**config.mk**
```make
export PLATFORM = sky130hd
export DESIGN_NAME = lnhc_top
export DESIGN_NICKNAME = d
export VERILOG_FILES = /design/src/core/lnhc_pkg.sv /design/src/core/lnhc_top.sv /design/src/core/lnhc_buf2.sv
export SDC_FILE = /design/constraint.sdc
export NUM_CORES = 1
export LEC_CHECK = 0
export ABC_AREA = 1
export BUFFER_PORTS_ARGS = -buffer_cell sky130_fd_sc_hd__buf_4
export CORE_MARGIN = 2
export CORE_UTILIZATION = 33
export CTS_BUF_LIST = sky130_fd_sc_hd__clkbuf_16
export CTS_CLUSTER_SIZE = 28
export DETAILED_ROUTE_END_ITERATION = 8
export MAX_ROUTING_LAYER = met4
export SLEW_MARGIN = 20
export SYNTH_ARGS = -nofsm -noshare
export SYNTH_HDL_FRONTEND = slang
export SYNTH_SLANG_ARGS = --single-unit
```
**constraint.sdc**
```tcl
create_clock -name i_mclk -period 2.55 [get_ports i_mclk]
set_clock_uncertainty 0.2 [all_clocks]
set_input_delay 0.255 -clock i_mclk [delete_from_list [all_inputs] [get_ports i_mclk]]
set_output_delay 0.255 -clock i_mclk [all_outputs]
set_load 0.02 [all_outputs]
```
**src/core/lnhc_pkg.sv**
```systemverilog
// Constants and types shared by the bus transceiver mode controller.
// Assumes a single 25 MHz clock; all times are turned into cycle counts here.
package lnhc_pkg;

   // ------------------------------------------------------------
   // Clock and conversion helpers
   // ------------------------------------------------------------
   localparam int CLK_MHZ = 25;

   // Least time in ns to whole cycles, rounded up, never below one
   function automatic int ns_cyc_min(input int ns);
      int c;
      c = (ns * CLK_MHZ + 999) / 1000;
      return (c < 1) ? 1 : c;
   endfunction

   // Pin filter: a change counts once the second and third stages agree
   function automatic logic pin_filt(input logic s2, input logic s3, input logic old);
      return (s2 == s3) ? s3 : old;
   endfunction

   // ------------------------------------------------------------
   // Times as printed or chosen, and their cycle counts
   // ------------------------------------------------------------
   localparam int TXD_ARM_NS = 10000;      // Transmit high time before driving
   localparam int SETTLE_NS = 4000;        // Pull-up settle before source read
   localparam int SLEEP_SETUP_NS = 1000;   // Transmit high before mode drop
   localparam int BIT_NS = 50000;          // One bit time at 20 kbit/s
   localparam int DOM_TIMEOUT_MS = 40;     // Longest dominant the device allows

   localparam int CNT_W = 11;
   // Strictly longer than the printed time, hence one extra cycle
   localparam logic [CNT_W-1:0] ARM_CYC = CNT_W'(ns_cyc_min(TXD_ARM_NS) + 1);
   localparam logic [CNT_W-1:0] SETTLE_CYC = CNT_W'(ns_cyc_min(SETTLE_NS));
   localparam logic [CNT_W-1:0] SLEEP_SETUP_CYC = CNT_W'(ns_cyc_min(SLEEP_SETUP_NS));
   localparam logic [CNT_W-1:0] BIT_CYC = CNT_W'(ns_cyc_min(BIT_NS));
   localparam int DOM_TIMEOUT_CYC = DOM_TIMEOUT_MS * CLK_MHZ * 1000;
   localparam int DOM_W = 20;

   // ------------------------------------------------------------
   // Reset values
   // ------------------------------------------------------------
   localparam logic [2:0] SYNC_RST_HI = 3'h7;  // Idle-high pins
   localparam logic [2:0] SYNC_RST_LO = 3'h0;  // Idle-low pins

   // ------------------------------------------------------------
   // Controller states and reported modes
   // ------------------------------------------------------------
   typedef enum logic [5:0] {
      ST_SLEEP     = 6'h01,
      ST_WAKE_READ = 6'h02,
      ST_FAILSAFE  = 6'h04,
      ST_ARM       = 6'h08,
      ST_NORMAL    = 6'h10,
      ST_SLEEP_REQ = 6'h20
   } lnhc_state_t;

   localparam logic [1:0] MODE_SLEEP = 2'h0;
   localparam logic [1:0] MODE_FAILSAFE = 2'h1;
   localparam logic [1:0] MODE_NORMAL = 2'h2;

endpackage

```
**src/core/lnhc_top.sv**
```systemverilog
// Controller that drives a single-wire bus transceiver through its logic pins:
// mode request, transmit data (two-way, also carries the wake source) and
// receive data. Assumes an external pull-up on the transmit pin and on the
// receive pin, and one 25 MHz clock.
`timescale 1ns/100ps

// Notes on behaviour
// Transceiver leaves sleep to fail-safe on wake
// Raise mode request to confirm normal mode
// Transceiver debounces wake, bus and mode inputs
// Sleep: inhibit off, transmit and termination off
// Sleep accepted whatever bus or wake level
// Power-up and wake give fail-safe, inhibit on; controller and model start in sleep after power-up
// Per-mode transceiver, inhibit, receive and bus states
// Bus, mode request, wake, undervoltage end sleep
// Long dominant pulse forms remote wake request
// Remote wake holds receive output low
// Pre-wake receiver on only for monitor time
// Stuck dominant returns to sleep, edge wakes
// Bus must recover before new bus wake
// Filtered low on wake pin forms local wake
// Local wake: receive low, strong transmit pull-down
// Sleep reachable even with wake held low
// New local wake needs wake high over 6us
// Transmit pin pull strength tells wake source
// Mode request high clears both wake flags
// Overtemperature switches bus output off
// Short removed after sleep gives remote wake
// Open mode request means sleep
// Transmit high over 10us before driving bus
// Transmit low dominant, receive mirrors bus
// Transmit high before mode request falls
// Dominant over 40ms forced recessive until recovery
// Filter and monitor times are cycle counters
module lnhc_top
   import lnhc_pkg::*;
#(
   parameter int DOM_LIMIT_CYC = DOM_TIMEOUT_CYC
) (
   input wire logic i_mclk,
   input wire logic i_rstn,
   // User side
   input wire logic i_go_normal,
   input wire logic i_go_sleep,
   input wire logic i_tx_valid,
   input wire logic i_tx_bit,
   output logic o_tx_ready,
   output logic o_bus_level,
   output logic [1:0] o_mode,
   output logic o_wake_pulse,
   output logic o_wake_local,
   output logic o_regulator_on,
   // Transceiver pins
   output logic o_mode_request,
   output logic o_txd_out,
   output logic o_txd_oe,
   input wire logic i_txd_in,
   input wire logic i_rxd,
   input wire logic i_regulator_inhibit
);

   // ------------------------------------------------------------
   // Pin synchronisers and filters
   // ------------------------------------------------------------
   logic [2:0] rxd_sync_q;
   logic [2:0] txd_sync_q;
   logic [2:0] inh_sync_q;
   logic rxd_f_q;
   logic txd_f_q;
   logic inh_f_q;

   // Three stages each; only the last two feed the filter
   always_ff @(posedge i_mclk or negedge i_rstn) begin
      if (!i_rstn) begin
         rxd_sync_q <= SYNC_RST_HI;
         txd_sync_q <= SYNC_RST_HI;
         inh_sync_q <= SYNC_RST_LO;
      end else begin
         rxd_sync_q <= {rxd_sync_q[1:0], i_rxd};
         txd_sync_q <= {txd_sync_q[1:0], i_txd_in};
         inh_sync_q <= {inh_sync_q[1:0], i_regulator_inhibit};
      end
   end

   // Filtered levels
   always_ff @(posedge i_mclk or negedge i_rstn) begin
      if (!i_rstn) begin
         rxd_f_q <= 1'b1;
         txd_f_q <= 1'b1;
         inh_f_q <= 1'b0;
      end else begin
         rxd_f_q <= pin_filt(rxd_sync_q[1], rxd_sync_q[2], rxd_f_q);
         txd_f_q <= pin_filt(txd_sync_q[1], txd_sync_q[2], txd_f_q);
         inh_f_q <= pin_filt(inh_sync_q[1], inh_sync_q[2], inh_f_q);
      end
   end

   // ------------------------------------------------------------
   // Mode sequencer
   // ------------------------------------------------------------
   lnhc_state_t state_q;
   lnhc_state_t state_d;
   logic [CNT_W-1:0] tmr_q;
   logic tmr_done;
   logic wake_seen;

   // Wake shows as a low receive line while the transceiver is not in normal mode
   assign wake_seen = !rxd_f_q; // see R10
   assign tmr_done = (tmr_q == '0);

   // Next state
   always_comb begin
      state_d = state_q;
      case (state_q)
         ST_SLEEP: begin
            if (wake_seen) begin
               state_d = ST_WAKE_READ;
            end
         end
         ST_WAKE_READ: begin
            if (tmr_done) begin
               state_d = ST_FAILSAFE;
            end
         end
         ST_FAILSAFE: begin
            if (i_go_normal) begin
               state_d = ST_ARM;
            end else if (i_go_sleep) begin
               state_d = ST_SLEEP_REQ;
            end
         end
         ST_ARM: begin
            if (i_go_sleep) begin
               state_d = ST_SLEEP_REQ;
            end else if (tmr_done) begin
               state_d = ST_NORMAL;
            end
         end
         ST_NORMAL: begin
            if (i_go_sleep) begin
               state_d = ST_SLEEP_REQ;
            end
         end
         ST_SLEEP_REQ: begin
            if (tmr_done) begin
               state_d = ST_SLEEP;
            end
         end
         default: begin
            state_d = ST_SLEEP;
         end
      endcase
   end

   // State register
   always_ff @(posedge i_mclk or negedge i_rstn) begin
      if (!i_rstn) begin
         state_q <= ST_SLEEP;
      end else begin
         state_q <= state_d;
      end
   end

   // Shared timer, loaded on entry to each timed state
   always_ff @(posedge i_mclk or negedge i_rstn) begin
      if (!i_rstn) begin
         tmr_q <= '0;
      end else if (state_d != state_q) begin
         case (state_d)
            ST_WAKE_READ: tmr_q <= SETTLE_CYC - 1'b1;
            ST_ARM: tmr_q <= ARM_CYC - 1'b1;
            ST_SLEEP_REQ: tmr_q <= SLEEP_SETUP_CYC - 1'b1;
            default: tmr_q <= '0;
         endcase
      end else if (!tmr_done) begin
         tmr_q <= tmr_q - 1'b1;
      end
   end

   // ------------------------------------------------------------
   // Wake source capture and reporting
   // ------------------------------------------------------------
   // Transmit pin is released while reading; pull-up high means remote
   always_ff @(posedge i_mclk or negedge i_rstn) begin
      if (!i_rstn) begin
         o_wake_local <= 1'b0;
         o_wake_pulse <= 1'b0;
      end else begin
         o_wake_pulse <= 1'b0;
         if (state_q == ST_WAKE_READ && tmr_done) begin
            o_wake_local <= !txd_f_q;
            o_wake_pulse <= 1'b1;
         end
      end
   end

   // ------------------------------------------------------------
   // Transmit path: buffer, bit timer, dominant guard
   // ------------------------------------------------------------
   logic buf_valid;
   logic buf_bit;
   logic take_bit;
   logic [CNT_W-1:0] bit_tmr_q;
   logic bit_q;
   logic [DOM_W-1:0] dom_cnt_q;
   logic guard_q;
   logic [CNT_W-1:0] guard_tmr_q;
   logic drive_bit;

   lnhc_buf2 #(
      .WIDTH(1)
   ) u_tx_buf (
      .i_mclk(i_mclk),
      .i_rstn(i_rstn),
      .i_in_valid(i_tx_valid),
      .i_in_data(i_tx_bit),
      .o_in_ready(o_tx_ready),
      .o_out_valid(buf_valid),
      .o_out_data(buf_bit),
      .i_out_ready(take_bit)
   );

   // A new bit is taken only in normal mode once the previous one ran out
   assign take_bit = (state_q == ST_NORMAL) && (bit_tmr_q == '0) && buf_valid;

   // Bit timer and current bit; idle is recessive
   always_ff @(posedge i_mclk or negedge i_rstn) begin
      if (!i_rstn) begin
         bit_tmr_q <= '0;
         bit_q <= 1'b1;
      end else if (state_q != ST_NORMAL) begin
         bit_tmr_q <= '0;
         bit_q <= 1'b1;
      end else if (take_bit) begin
         bit_tmr_q <= BIT_CYC - 1'b1;
         bit_q <= buf_bit;
      end else if (bit_tmr_q != '0) begin
         bit_tmr_q <= bit_tmr_q - 1'b1;
      end else begin
         bit_q <= 1'b1;
      end
   end

   // Force recessive after DOM_LIMIT_CYC dominant cycles (the device timeout by default), then hold high for recovery
   always_ff @(posedge i_mclk or negedge i_rstn) begin
      if (!i_rstn) begin
         dom_cnt_q <= '0;
         guard_q <= 1'b0;
         guard_tmr_q <= '0;
      end else if (guard_q) begin
         dom_cnt_q <= '0;
         if (guard_tmr_q == '0) begin
            guard_q <= 1'b0;
         end else begin
            guard_tmr_q <= guard_tmr_q - 1'b1;
         end
      end else if (state_q == ST_NORMAL && !bit_q) begin
         if (dom_cnt_q == DOM_W'(DOM_LIMIT_CYC - 1)) begin
            guard_q <= 1'b1;
            guard_tmr_q <= ARM_CYC - 1'b1;
         end else begin
            dom_cnt_q <= dom_cnt_q + 1'b1;
         end
      end else begin
         dom_cnt_q <= '0;
      end
   end

   assign drive_bit = bit_q || guard_q;

   // ------------------------------------------------------------
   // Pin drivers
   // ------------------------------------------------------------
   // Mode request high from the confirm onward; held through a sleep request so transmit is high before it falls
   always_ff @(posedge i_mclk or negedge i_rstn) begin
      if (!i_rstn) begin
         o_mode_request <= 1'b0;
      end else begin
         o_mode_request <= (state_d == ST_ARM) || (state_d == ST_NORMAL) ||
            ((state_d == ST_SLEEP_REQ) && o_mode_request); // see R2
      end
   end

   // Transmit pin: released in sleep, while reading the wake source and in fail-safe
   always_ff @(posedge i_mclk or negedge i_rstn) begin
      if (!i_rstn) begin
         o_txd_oe <= 1'b0;
         o_txd_out <= 1'b1;
      end else begin
         case (state_d)
            ST_ARM, ST_SLEEP_REQ: begin
               o_txd_oe <= 1'b1;
               o_txd_out <= 1'b1; // see R23
            end
            ST_NORMAL: begin
               o_txd_oe <= 1'b1;
               o_txd_out <= (state_q == ST_NORMAL) ? drive_bit : 1'b1;
            end
            default: begin
               o_txd_oe <= 1'b0;
               o_txd_out <= 1'b1;
            end
         endcase
      end
   end

   // ------------------------------------------------------------
   // Status to the user
   // ------------------------------------------------------------
   always_ff @(posedge i_mclk or negedge i_rstn) begin
      if (!i_rstn) begin
         o_mode <= MODE_SLEEP;
         o_bus_level <= 1'b1;
         o_regulator_on <= 1'b0;
      end else begin
         case (state_q)
            ST_NORMAL: o_mode <= MODE_NORMAL;
            ST_FAILSAFE, ST_ARM: o_mode <= MODE_FAILSAFE;
            default: o_mode <= MODE_SLEEP;
         endcase
         o_bus_level <= rxd_f_q;
         o_regulator_on <= inh_f_q;
      end
   end

endmodule

```
**src/core/lnhc_buf2.sv**
```systemverilog
// Two-entry buffer with valid and ready on both sides.
// Assumes one clock; the drain side may stall for any time.
`timescale 1ns/100ps

module lnhc_buf2 #(
   parameter int WIDTH = 1
) (
   input wire logic i_mclk,
   input wire logic i_rstn,
   input wire logic i_in_valid,
   input wire logic [WIDTH-1:0] i_in_data,
   output logic o_in_ready,
   output logic o_out_valid,
   output logic [WIDTH-1:0] o_out_data,
   input wire logic i_out_ready
);

   // ------------------------------------------------------------
   // Storage
   // ------------------------------------------------------------
   logic [WIDTH-1:0] mem_q [2];
   logic wr_ptr_q;
   logic rd_ptr_q;
   logic [1:0] cnt_q;
   logic push;
   logic pop;

   // Handshakes: honest full and empty
   assign o_in_ready = (cnt_q != 2'h2);
   assign o_out_valid = (cnt_q != 2'h0);
   assign push = i_in_valid && o_in_ready;
   assign pop = o_out_valid && i_out_ready;
   assign o_out_data = mem_q[rd_ptr_q];

   // Write side
   always_ff @(posedge i_mclk or negedge i_rstn) begin
      if (!i_rstn) begin
         mem_q[0] <= '0;
         mem_q[1] <= '0;
         wr_ptr_q <= 1'b0;
      end else if (push) begin
         mem_q[wr_ptr_q] <= i_in_data;
         wr_ptr_q <= ~wr_ptr_q;
      end
   end

   // Read side
   always_ff @(posedge i_mclk or negedge i_rstn) begin
      if (!i_rstn) begin
         rd_ptr_q <= 1'b0;
      end else if (pop) begin
         rd_ptr_q <= ~rd_ptr_q;
      end
   end

   // Fill level
   always_ff @(posedge i_mclk or negedge i_rstn) begin
      if (!i_rstn) begin
         cnt_q <= 2'h0;
      end else if (push && !pop) begin
         cnt_q <= cnt_q + 2'h1;
      end else if (pop && !push) begin
         cnt_q <= cnt_q - 2'h1;
      end
   end

endmodule

```
==> metrics, run 1 <==
CP Max Fanout=5; per-cell routed wire length=between 10 and 15 um; maximum clock insertion buffer count=2; net switching power=about 0.0014 W; worst endpoint data arrival time=2.42 ns; Synth Net Count=just over 500; worst-case hold path end point=u_tx_buf.mem_q[1]$_DFFE_PN0P_; async set or reset register ratio after synthesis=1.000; CP Buf/Inv Count=2; initial antenna violation count=0; Tmin final=2.410 ns; cell mode on critical path=nand2_1; CP top delay family=simple AND/OR/NAND/NOR gates; Residual DRC=0; top-count cell post-synth=nand2_1; crit-path cells=inv_1 -> ha_1 -> nand3b_1 -> inv_1 -> nand2_1 -> nor3_2 -> nand2_1 -> nor2_2 -> nand2_1 -> ha_1 -> a21oi_1 -> o21ai_0 -> xnor2_1; vias in the first global route=3442; first-pass GRT wire length=~15 mm; path depth of the worst reg2reg path=13; Hold Crit Depth=3; sequential-to-total area share from yosys stat=0.5014; Final setup viols=0; number of synthesized flops with an enable pin=0; final worst path period share=0.9450; endpoints failing hold=0; clock-pin transition on the worst setup and hold timing paths=0.06 ns; Total GRT Usage=0.1343; Comb pwr share=0.298; Slowest cell on crit path=dfrtp_1; status=finished, final reports clean; drt pass-1 iters=4; Ys Warns=0; I/O pins=19; layout cell share with drive strength beyond 1=0.1927; Power Density=between 800 and 900 mW/mm2; CTS Root Cell=clkbuf_16; Static Leak=between 2 and 3 nW; Synth cell types=40; via count=3412; unrepaired setup endpoints after global routing=yes; Core ar.=between 0.01 and 0.015 mm2; Num Clock Sinks=just under 90; synth top area cells=dfrtp_1 (43%), dfstp_2 (7.1%), nand2_1 (7.0%); Die Y-Extent=119.8 um; DR vias/cell=roughly 4.7; CP peak stage delay=approximately 0.4 ns; Avg Cell Area, Syn=8.773 um2; cell area after synthesis=approximately 0.0044 mm2; final WL=about 8.6 mm; Die X=119.8 um; H-Tree Depth=3; site row count=42; Clk pwr share=0.313; Critical Path Start Type=register; GRT overflow=0; P&R area growth vs syn=18.28%; CTS tree=yes; total power=~0.0043 W; post-synth top area cell=dfrtp_1; Syn Inst Count=just over 500; CP Capture Type=register; Commonest cells post-synth=nand2_1 (83), dfrtp_1 (76), inv_1 (71); Achievable Freq=roughly 410 MHz; R2R Setup Slk=roughly 0.14 ns; CTS Buf Count=9; largest net degree at the start of global routing=57; CP required=2.56 ns; Sw Ratio=0.3247; Final nets=560; hpwl dp=~6.3 mm; Worst Tran Pin Value=0.4456 ns; fin. max-slew vios=0; Starting DRT DRC Count=around 140; Slew headroom=0.7006; hold_sp=i_tx_bit; FF+latch count, synth=88; port bufs=18; Worst VDD drop=approximately 0.34 mV; FF-to-FF Start=bit_tmr_q[0]$_DFFE_PN0P_; Main synth FF type=dfrtp_1; sequential power share=0.389; worst hold slack=approximately 0.0032 ns; Worst-Skew Late Latency=roughly 0.34 ns; Initial Utilization=0.3366; total die area=0.01434 mm2; Synth top area share=0.4301; hold crit path type=in2reg; Crit Path Category=reg2reg; FF-to-FF End=u_tx_buf.cnt_q[1]$_DFFE_PN0P_; Final GP Congestion=approximately 0.89; Ant. Diodes=0; Maximum Capacitance Violations=0; antenna-violating nets left=0; Power Internal=around 0.0029 W
## power by group through the flow
| stage | clock (W) | sequential [W] | combinational, W |
|---|---|---|---|
| after detailed placement | 0 | 0.00170 | 0.00120 |
| after global routing | 0.00146 | 0.00169 | 0.00146 |
| after global placement | 0 | 0.00169 | 0.00118 |
| after floorplan | 0 | 0.00169 | 0.000938 |
| final | 0.00135 | 0.00167 | 0.00129 |
| after CTS | 0.00139 | 0.00168 | 0.00121 |
## layout by cell type, fill, tap and decap left out, drive strengths merged
| cell | n |
|---|---|
| nor4b | 1 |
| nor2 | 65 |
| clkbuf | 9 |
| o22ai | 1 |
| nand3 | 30 |
| o21ai | 35 |
| o31ai | 5 |
| ha | 5 |
| nand3b | 3 |
| bufinv | 2 |
| dfrtp | 76 |
| xnor2 | 8 |
| buf | 29 |
| nor4 | 4 |
| dlygate4sd3 | 4 |
| nand4 | 15 |
| a31oi | 2 |
| inv | 79 |
| dfstp | 12 |
| or2 | 4 |
| clkinv | 3 |
| o21a | 2 |
| a211oi | 4 |
| a221oi | 1 |
| and3 | 1 |
| xor2 | 14 |
| a21oi | 24 |
| maj3 | 3 |
| nor3 | 13 |
| nand2 | 96 |
## final cells by class
type,count,area (um2)
Clock buffer,9,225.2
Sequential cell,88,2217
Fill cell,1301,7908
Multi-Input combinational cell,336,1914
Tap cell,176,220.2
Inverter,78,292.8
Clock inverter,6,77.57
Timing Repair Buffer,33,282.8
## metrics by stage
step                      worst slack [ns]  instance area (um2)    util  std cells  setup TNS [ns]
after floorplan                     0.1214                 4422       -        504               0
after global placement              0.1200                 4833  0.3679        704               0
after detailed placement           0.03887                 4833  0.3679        704               0
after CTS                          0.04313                 5176  0.3940        723               0
after global routing              -0.07937                 5230  0.3981        726        -0.07937
final                               0.1402                 5230  0.3981        726               0
## kinds of logic after synthesis
logic type,synth area share
simple gates,0.2700
flops,0.5014
buf+inv,0.06989
compound gates,0.09423
xor+xnor,0.04358
fa+ha+maj,0.02094
## per-layer routing
| layer | track usage | vias up | routed length (um) |
|---|---|---|---|
| li1 | - | 1724 | - |
| met1 | 0.1633 | 1641 | 4024 |
| met2 | 0.2193 | 35 | 4216 |
| met3 | 0.03707 | 12 | 203 |
| met4 | 0.03971 | 0 | 153 |
| met5 | - | - | 0 |
## worst register-to-register path: stages (launching register included)
cell and delay (ns):
dfrtp_1 0.40, inv_1 0.09, ha_1 0.19, nand3b_1 0.08, inv_1 0.08, nand2_1 0.08
nor3_2 0.15, nand2_1 0.11, nor2_2 0.14, nand2_1 0.09, ha_1 0.33, a21oi_1 0.11
o21ai_0 0.11, xnor2_1 0.13
## state kept, by name, indices dropped and copies added (netlist names), 2 cells and up
name            cells
txd_sync_q          3
inh_sync_q          3
state_q             6
u_tx_buf.mem_q      2
tmr_q              11
bit_tmr_q          11
o_mode              2
u_tx_buf.cnt_q      2
dom_cnt_q          20
guard_tmr_q        11
rxd_sync_q          3
## worst max-delay path by stage
| stage | start | end | slack (ns) | cells past startpoint |
|---|---|---|---|---|
| after floorplan | bit_tmr_q[0]$_DFFE_PN0P_ | u_tx_buf.cnt_q[1]$_DFFE_PN0P_ | 0.12 | 13 |
| after global placement | bit_tmr_q[0]$_DFFE_PN0P_ | u_tx_buf.cnt_q[1]$_DFFE_PN0P_ | 0.12 | 13 |
| after detailed placement | bit_tmr_q[0]$_DFFE_PN0P_ | u_tx_buf.cnt_q[1]$_DFFE_PN0P_ | 0.04 | 13 |
| after CTS | bit_tmr_q[0]$_DFFE_PN0P_ | u_tx_buf.cnt_q[1]$_DFFE_PN0P_ | 0.04 | 13 |
| after global routing | bit_tmr_q[0]$_DFFE_PN0P_ | u_tx_buf.cnt_q[1]$_DFFE_PN0P_ | -0.08 | 13 |
| final | bit_tmr_q[0]$_DFFE_PN0P_ | u_tx_buf.cnt_q[1]$_DFFE_PN0P_ | 0.14 | 13 |
## timing repair
item	4_1_cts	5_1_grt
endpoints found under the hold margin	33	0
resized for setup	0	5
hold buffers	4	0
buffers inserted	0	3
setup endpoints to repair	0	7
(Power assumes the default switching activity.)
==> run 2, diff against run 1 <==
--- a/config.mk
+++ b/config.mk
@@ -10,10 +10,10 @@
 export CORE_MARGIN = 2
 export CORE_UTILIZATION = 33
 export CTS_BUF_LIST = sky130_fd_sc_hd__clkbuf_16
-export CTS_CLUSTER_SIZE = 28
 export DETAILED_ROUTE_END_ITERATION = 8
 export MAX_ROUTING_LAYER = met4
 export SLEW_MARGIN = 20
 export SYNTH_ARGS = -nofsm -noshare
 export SYNTH_HDL_FRONTEND = slang
+export SYNTH_HIERARCHICAL = 1
 export SYNTH_SLANG_ARGS = --single-unit
==> metrics, run 2 <==
status=finished, final reports clean; simple-gate area share of the yosys netlist=0.2871; initial antenna violation count=0; FF-to-FF Start=bit_tmr_q[1]$_DFFE_PN0P_; hold_sp=i_go_normal; final WL=9.006 mm; most frequent cells in the layout=nand2_1 (85), dfrtp_1 (76), inv_1 (68), nor2_1 (58), nand3_1 (32); Slew headroom=0.6217; top-count cell post-synth=nand2_1; R2R Setup Slk=around 0.16 ns; I/O pins=19; final worst path period share=0.9392; worst-case hold path end point=state_q[2]$_DFF_PN0_; drt pass-1 iters=4; max reg flops=20; antenna-violating nets left=0; Synth cell types=49; layout cell share with drive strength beyond 1=0.1796; per-cell routed wire length=12.10 um; most common cell after layout, fill and taps aside=nand2_1; Maximum Capacitance Violations=0; Achievable Freq=roughly 420 MHz; CP peak stage delay=about 0.37 ns; post-synthesis adder-cell area fraction=0.02037; sequential-to-total area share from yosys stat=0.4878; slack of the critical path=~0.16 ns; Worst Tran Pin Value=0.5674 ns; endpoints failing hold=0; CP Buf/Inv Count=3; xor/xnor cell area share of the yosys netlist=0.03276; CP top delay family=simple AND/OR/NAND/NOR gates; port bufs=18; site row count=42; number of synthesized flops with an enable pin=0; Critical Path Start Type=register; Ant. Diodes=0; Final setup viols=0; Avg Cell Area, Syn=around 8.6 um2; Residual DRC=0; CTS Root Cell=clkbuf_16; Total GRT Usage=0.1392; vias in the first global route=approximately 3600; Die X=approximately 120 um; Crit Path Category=reg2reg; CP required=2.59 ns; FILL cells=roughly 1400; Core ar.=about 0.013 mm2; total die area=between 0.01 and 0.015 mm2; FF+latch count, synth=just under 90; async set or reset register ratio after synthesis=1.000; Ys Warns=6; path depth of the worst reg2reg path=14; Starting DRT DRC Count=roughly 230; Static Leak=~2.6 nW; synth top area cells=dfrtp_1 (42%), nand2_1 (7.0%), dfstp_2 (6.9%); via count=between 3000 and 4000; CTS tree=yes; Slowest cell on crit path=dfrtp_1; register area=about 0.0022 mm2; CP Capture Type=register; Final nets=just under 600; cell mode on critical path=inv_2; post-synthesis mux area share=0; Worst-Skew Late Latency=about 0.34 ns; Power Density=around 560 mW/mm2; Layout Cells excl Fill=744; Syn Inst Count=between 500 and 600; Num Clock Sinks=a little under 90; CTS Buf Count=9; P&R area growth vs syn=16.10%; maximum clock insertion buffer count=2; final instance area=0.005278 mm2; Post-Place Cell Area=around 0.005 mm2; CP Max Fanout=6; fin. max-slew vios=0; hold crit path type=in2reg; Final GP Congestion=~0.87; Synth top area share=0.4184; hpwl dp=roughly 6.5 mm; clock-pin transition on the worst setup and hold timing paths=~0.060 ns; crit-path cells=inv_2 -> ha_4 -> nand3_2 -> nor2_2 -> nand4_1 -> nor2_1 -> inv_2 -> nor3_4 -> nand2_2 -> ha_1 -> inv_2 -> nand3_1 -> nand2_1 -> nand2_1; Initial Utilization=0.3406; GRT overflow=0; Inst Count DP=721; Top reg by flops=dom_cnt_q; Synth Area in Compound Gates=0.09882; Tmin final=~2.4 ns; Hold Crit Depth=4; FF-to-FF End=u_tx_buf/cnt_q[1]$_DFFE_PN0P_; main combinational cell family by area after synthesis=simple AND/OR/NAND/NOR gates; Die Y-Extent=121.4 um; dpl ws=a little over 0.03 ns; area occupied by multi-input gates=roughly 0.0020 mm2; Synth Net Count=541; Commonest cells post-synth=nand2_1 (85), dfrtp_1 (76), inv_1 (71); first-pass GRT wire length=~16 mm; post-synth top area cell=dfrtp_1; DR vias/cell=around 4.8; largest net degree at the start of global routing=47; cell area after synthesis=0.004546 mm2; CP Depth=14; Worst VDD drop=0.3097 mV; H-Tree Depth=3; worst endpoint data arrival time=around 2.4 ns; Critical Path Source=bit_tmr_q[1]$_DFFE_PN0P_; Main synth FF type=dfrtp_1
-- run 2: cell types whose count changed in the layout (fill, tap and decap cells not counted), moves of 4 or more --
cell     delta
inv_1       -4
a31oi_1     +4
nand3_1     +5
nor3_1      +4
o21ai_0     -7
buf_4       -7
nor2_4      -6
xnor2_1     -5
nor2_1      +8
-- run 2: layer usage --
layer / track usage / wire [um] / part of all wire / vias to the layer above
met5: - / 0 / 0 / -
met4: 0.05172 / 174 / 0.019 / 0
met3: 0.03195 / 340 / 0.038 / 15
met2: 0.2258 / 4271 / 0.47 / 55
met1: 0.1701 / 4219 / 0.47 / 1681
li1: - / - / - / 1809
-- run 2: layout make-up --
type                       count  area share
inverter                      81     0.05856
timing repair buffer          28     0.04552
tap                          176     0.04173
clock inverter                 7    0.007349
multi-input combinational    355      0.3841
sequential                    88      0.4201
clock buffer                   9     0.04267
-- run 2: report_power, final --
part           switching, W  internal [W]
Sequential        0.0000462       0.00146
Combinational      0.000163     0.0000970
Clock              0.000541      0.000651
Total              0.000750       0.00221
-- run 2: logic make-up after synthesis --
logic type | count (synthesis)
adders and majority gates | 8
DFF | 88
xor gates and xnor gates | 17
AOI/OAI and AO/OA | 76
buffers and inverters | 84
and+or+nand+nor | 254
-- run 2: worst max path at each step --
| stage | to | slack, ns |
|---|---|---|
| 3_3_place_gp | u_tx_buf/cnt_q[1]$_DFFE_PN0P_ | 0.15 |
| 5_1_grt | u_tx_buf/cnt_q[1]$_DFFE_PN0P_ | -0.007 |
| 3_5_place_dp | u_tx_buf/cnt_q[1]$_DFFE_PN0P_ | 0.03 |
| 6_report | u_tx_buf/cnt_q[1]$_DFFE_PN0P_ | 0.16 |
| 2_1_floorplan | u_tx_buf/cnt_q[1]$_DFFE_PN0P_ | 0.13 |
| 4_1_cts | u_tx_buf/cnt_q[1]$_DFFE_PN0P_ | 0.02 |
-- run 2: worst register-to-register path: cells and delay by family, from the launching register on --
family | cells | cell delay [ns]
adder cells (fa/ha/maj) | 2 | 0.47
AND/OR/NAND/NOR | 9 | 0.99
buffers and inverters | 3 | 0.25
flip-flops | 1 | 0.37
-- run 2: repair_timing --
| item | in CTS | in global routing |
|---|---|---|
| endpoints found under the hold margin | 44 | 0 |
| setup buffers | 0 | 0 |
| setup endpoints to repair | 0 | 2 |
| hold buffers | 7 | 0 |
| resized for setup | 0 | 10 |
-- run 2: stage by stage --
step	hold WS [ns]	power (W)	setup TNS, ns	util
floorplan	-0.2406	0.001676	0	-
global placement	0.08183	0.001759	0	0.3680
detailed placement	0.08939	0.001771	0	0.3680
CTS	0.007403	0.002996	0	0.3930
global route	0.05092	0.003097	-0.006702	0.3954
finish	0.03041	0.002957	0	0.3954
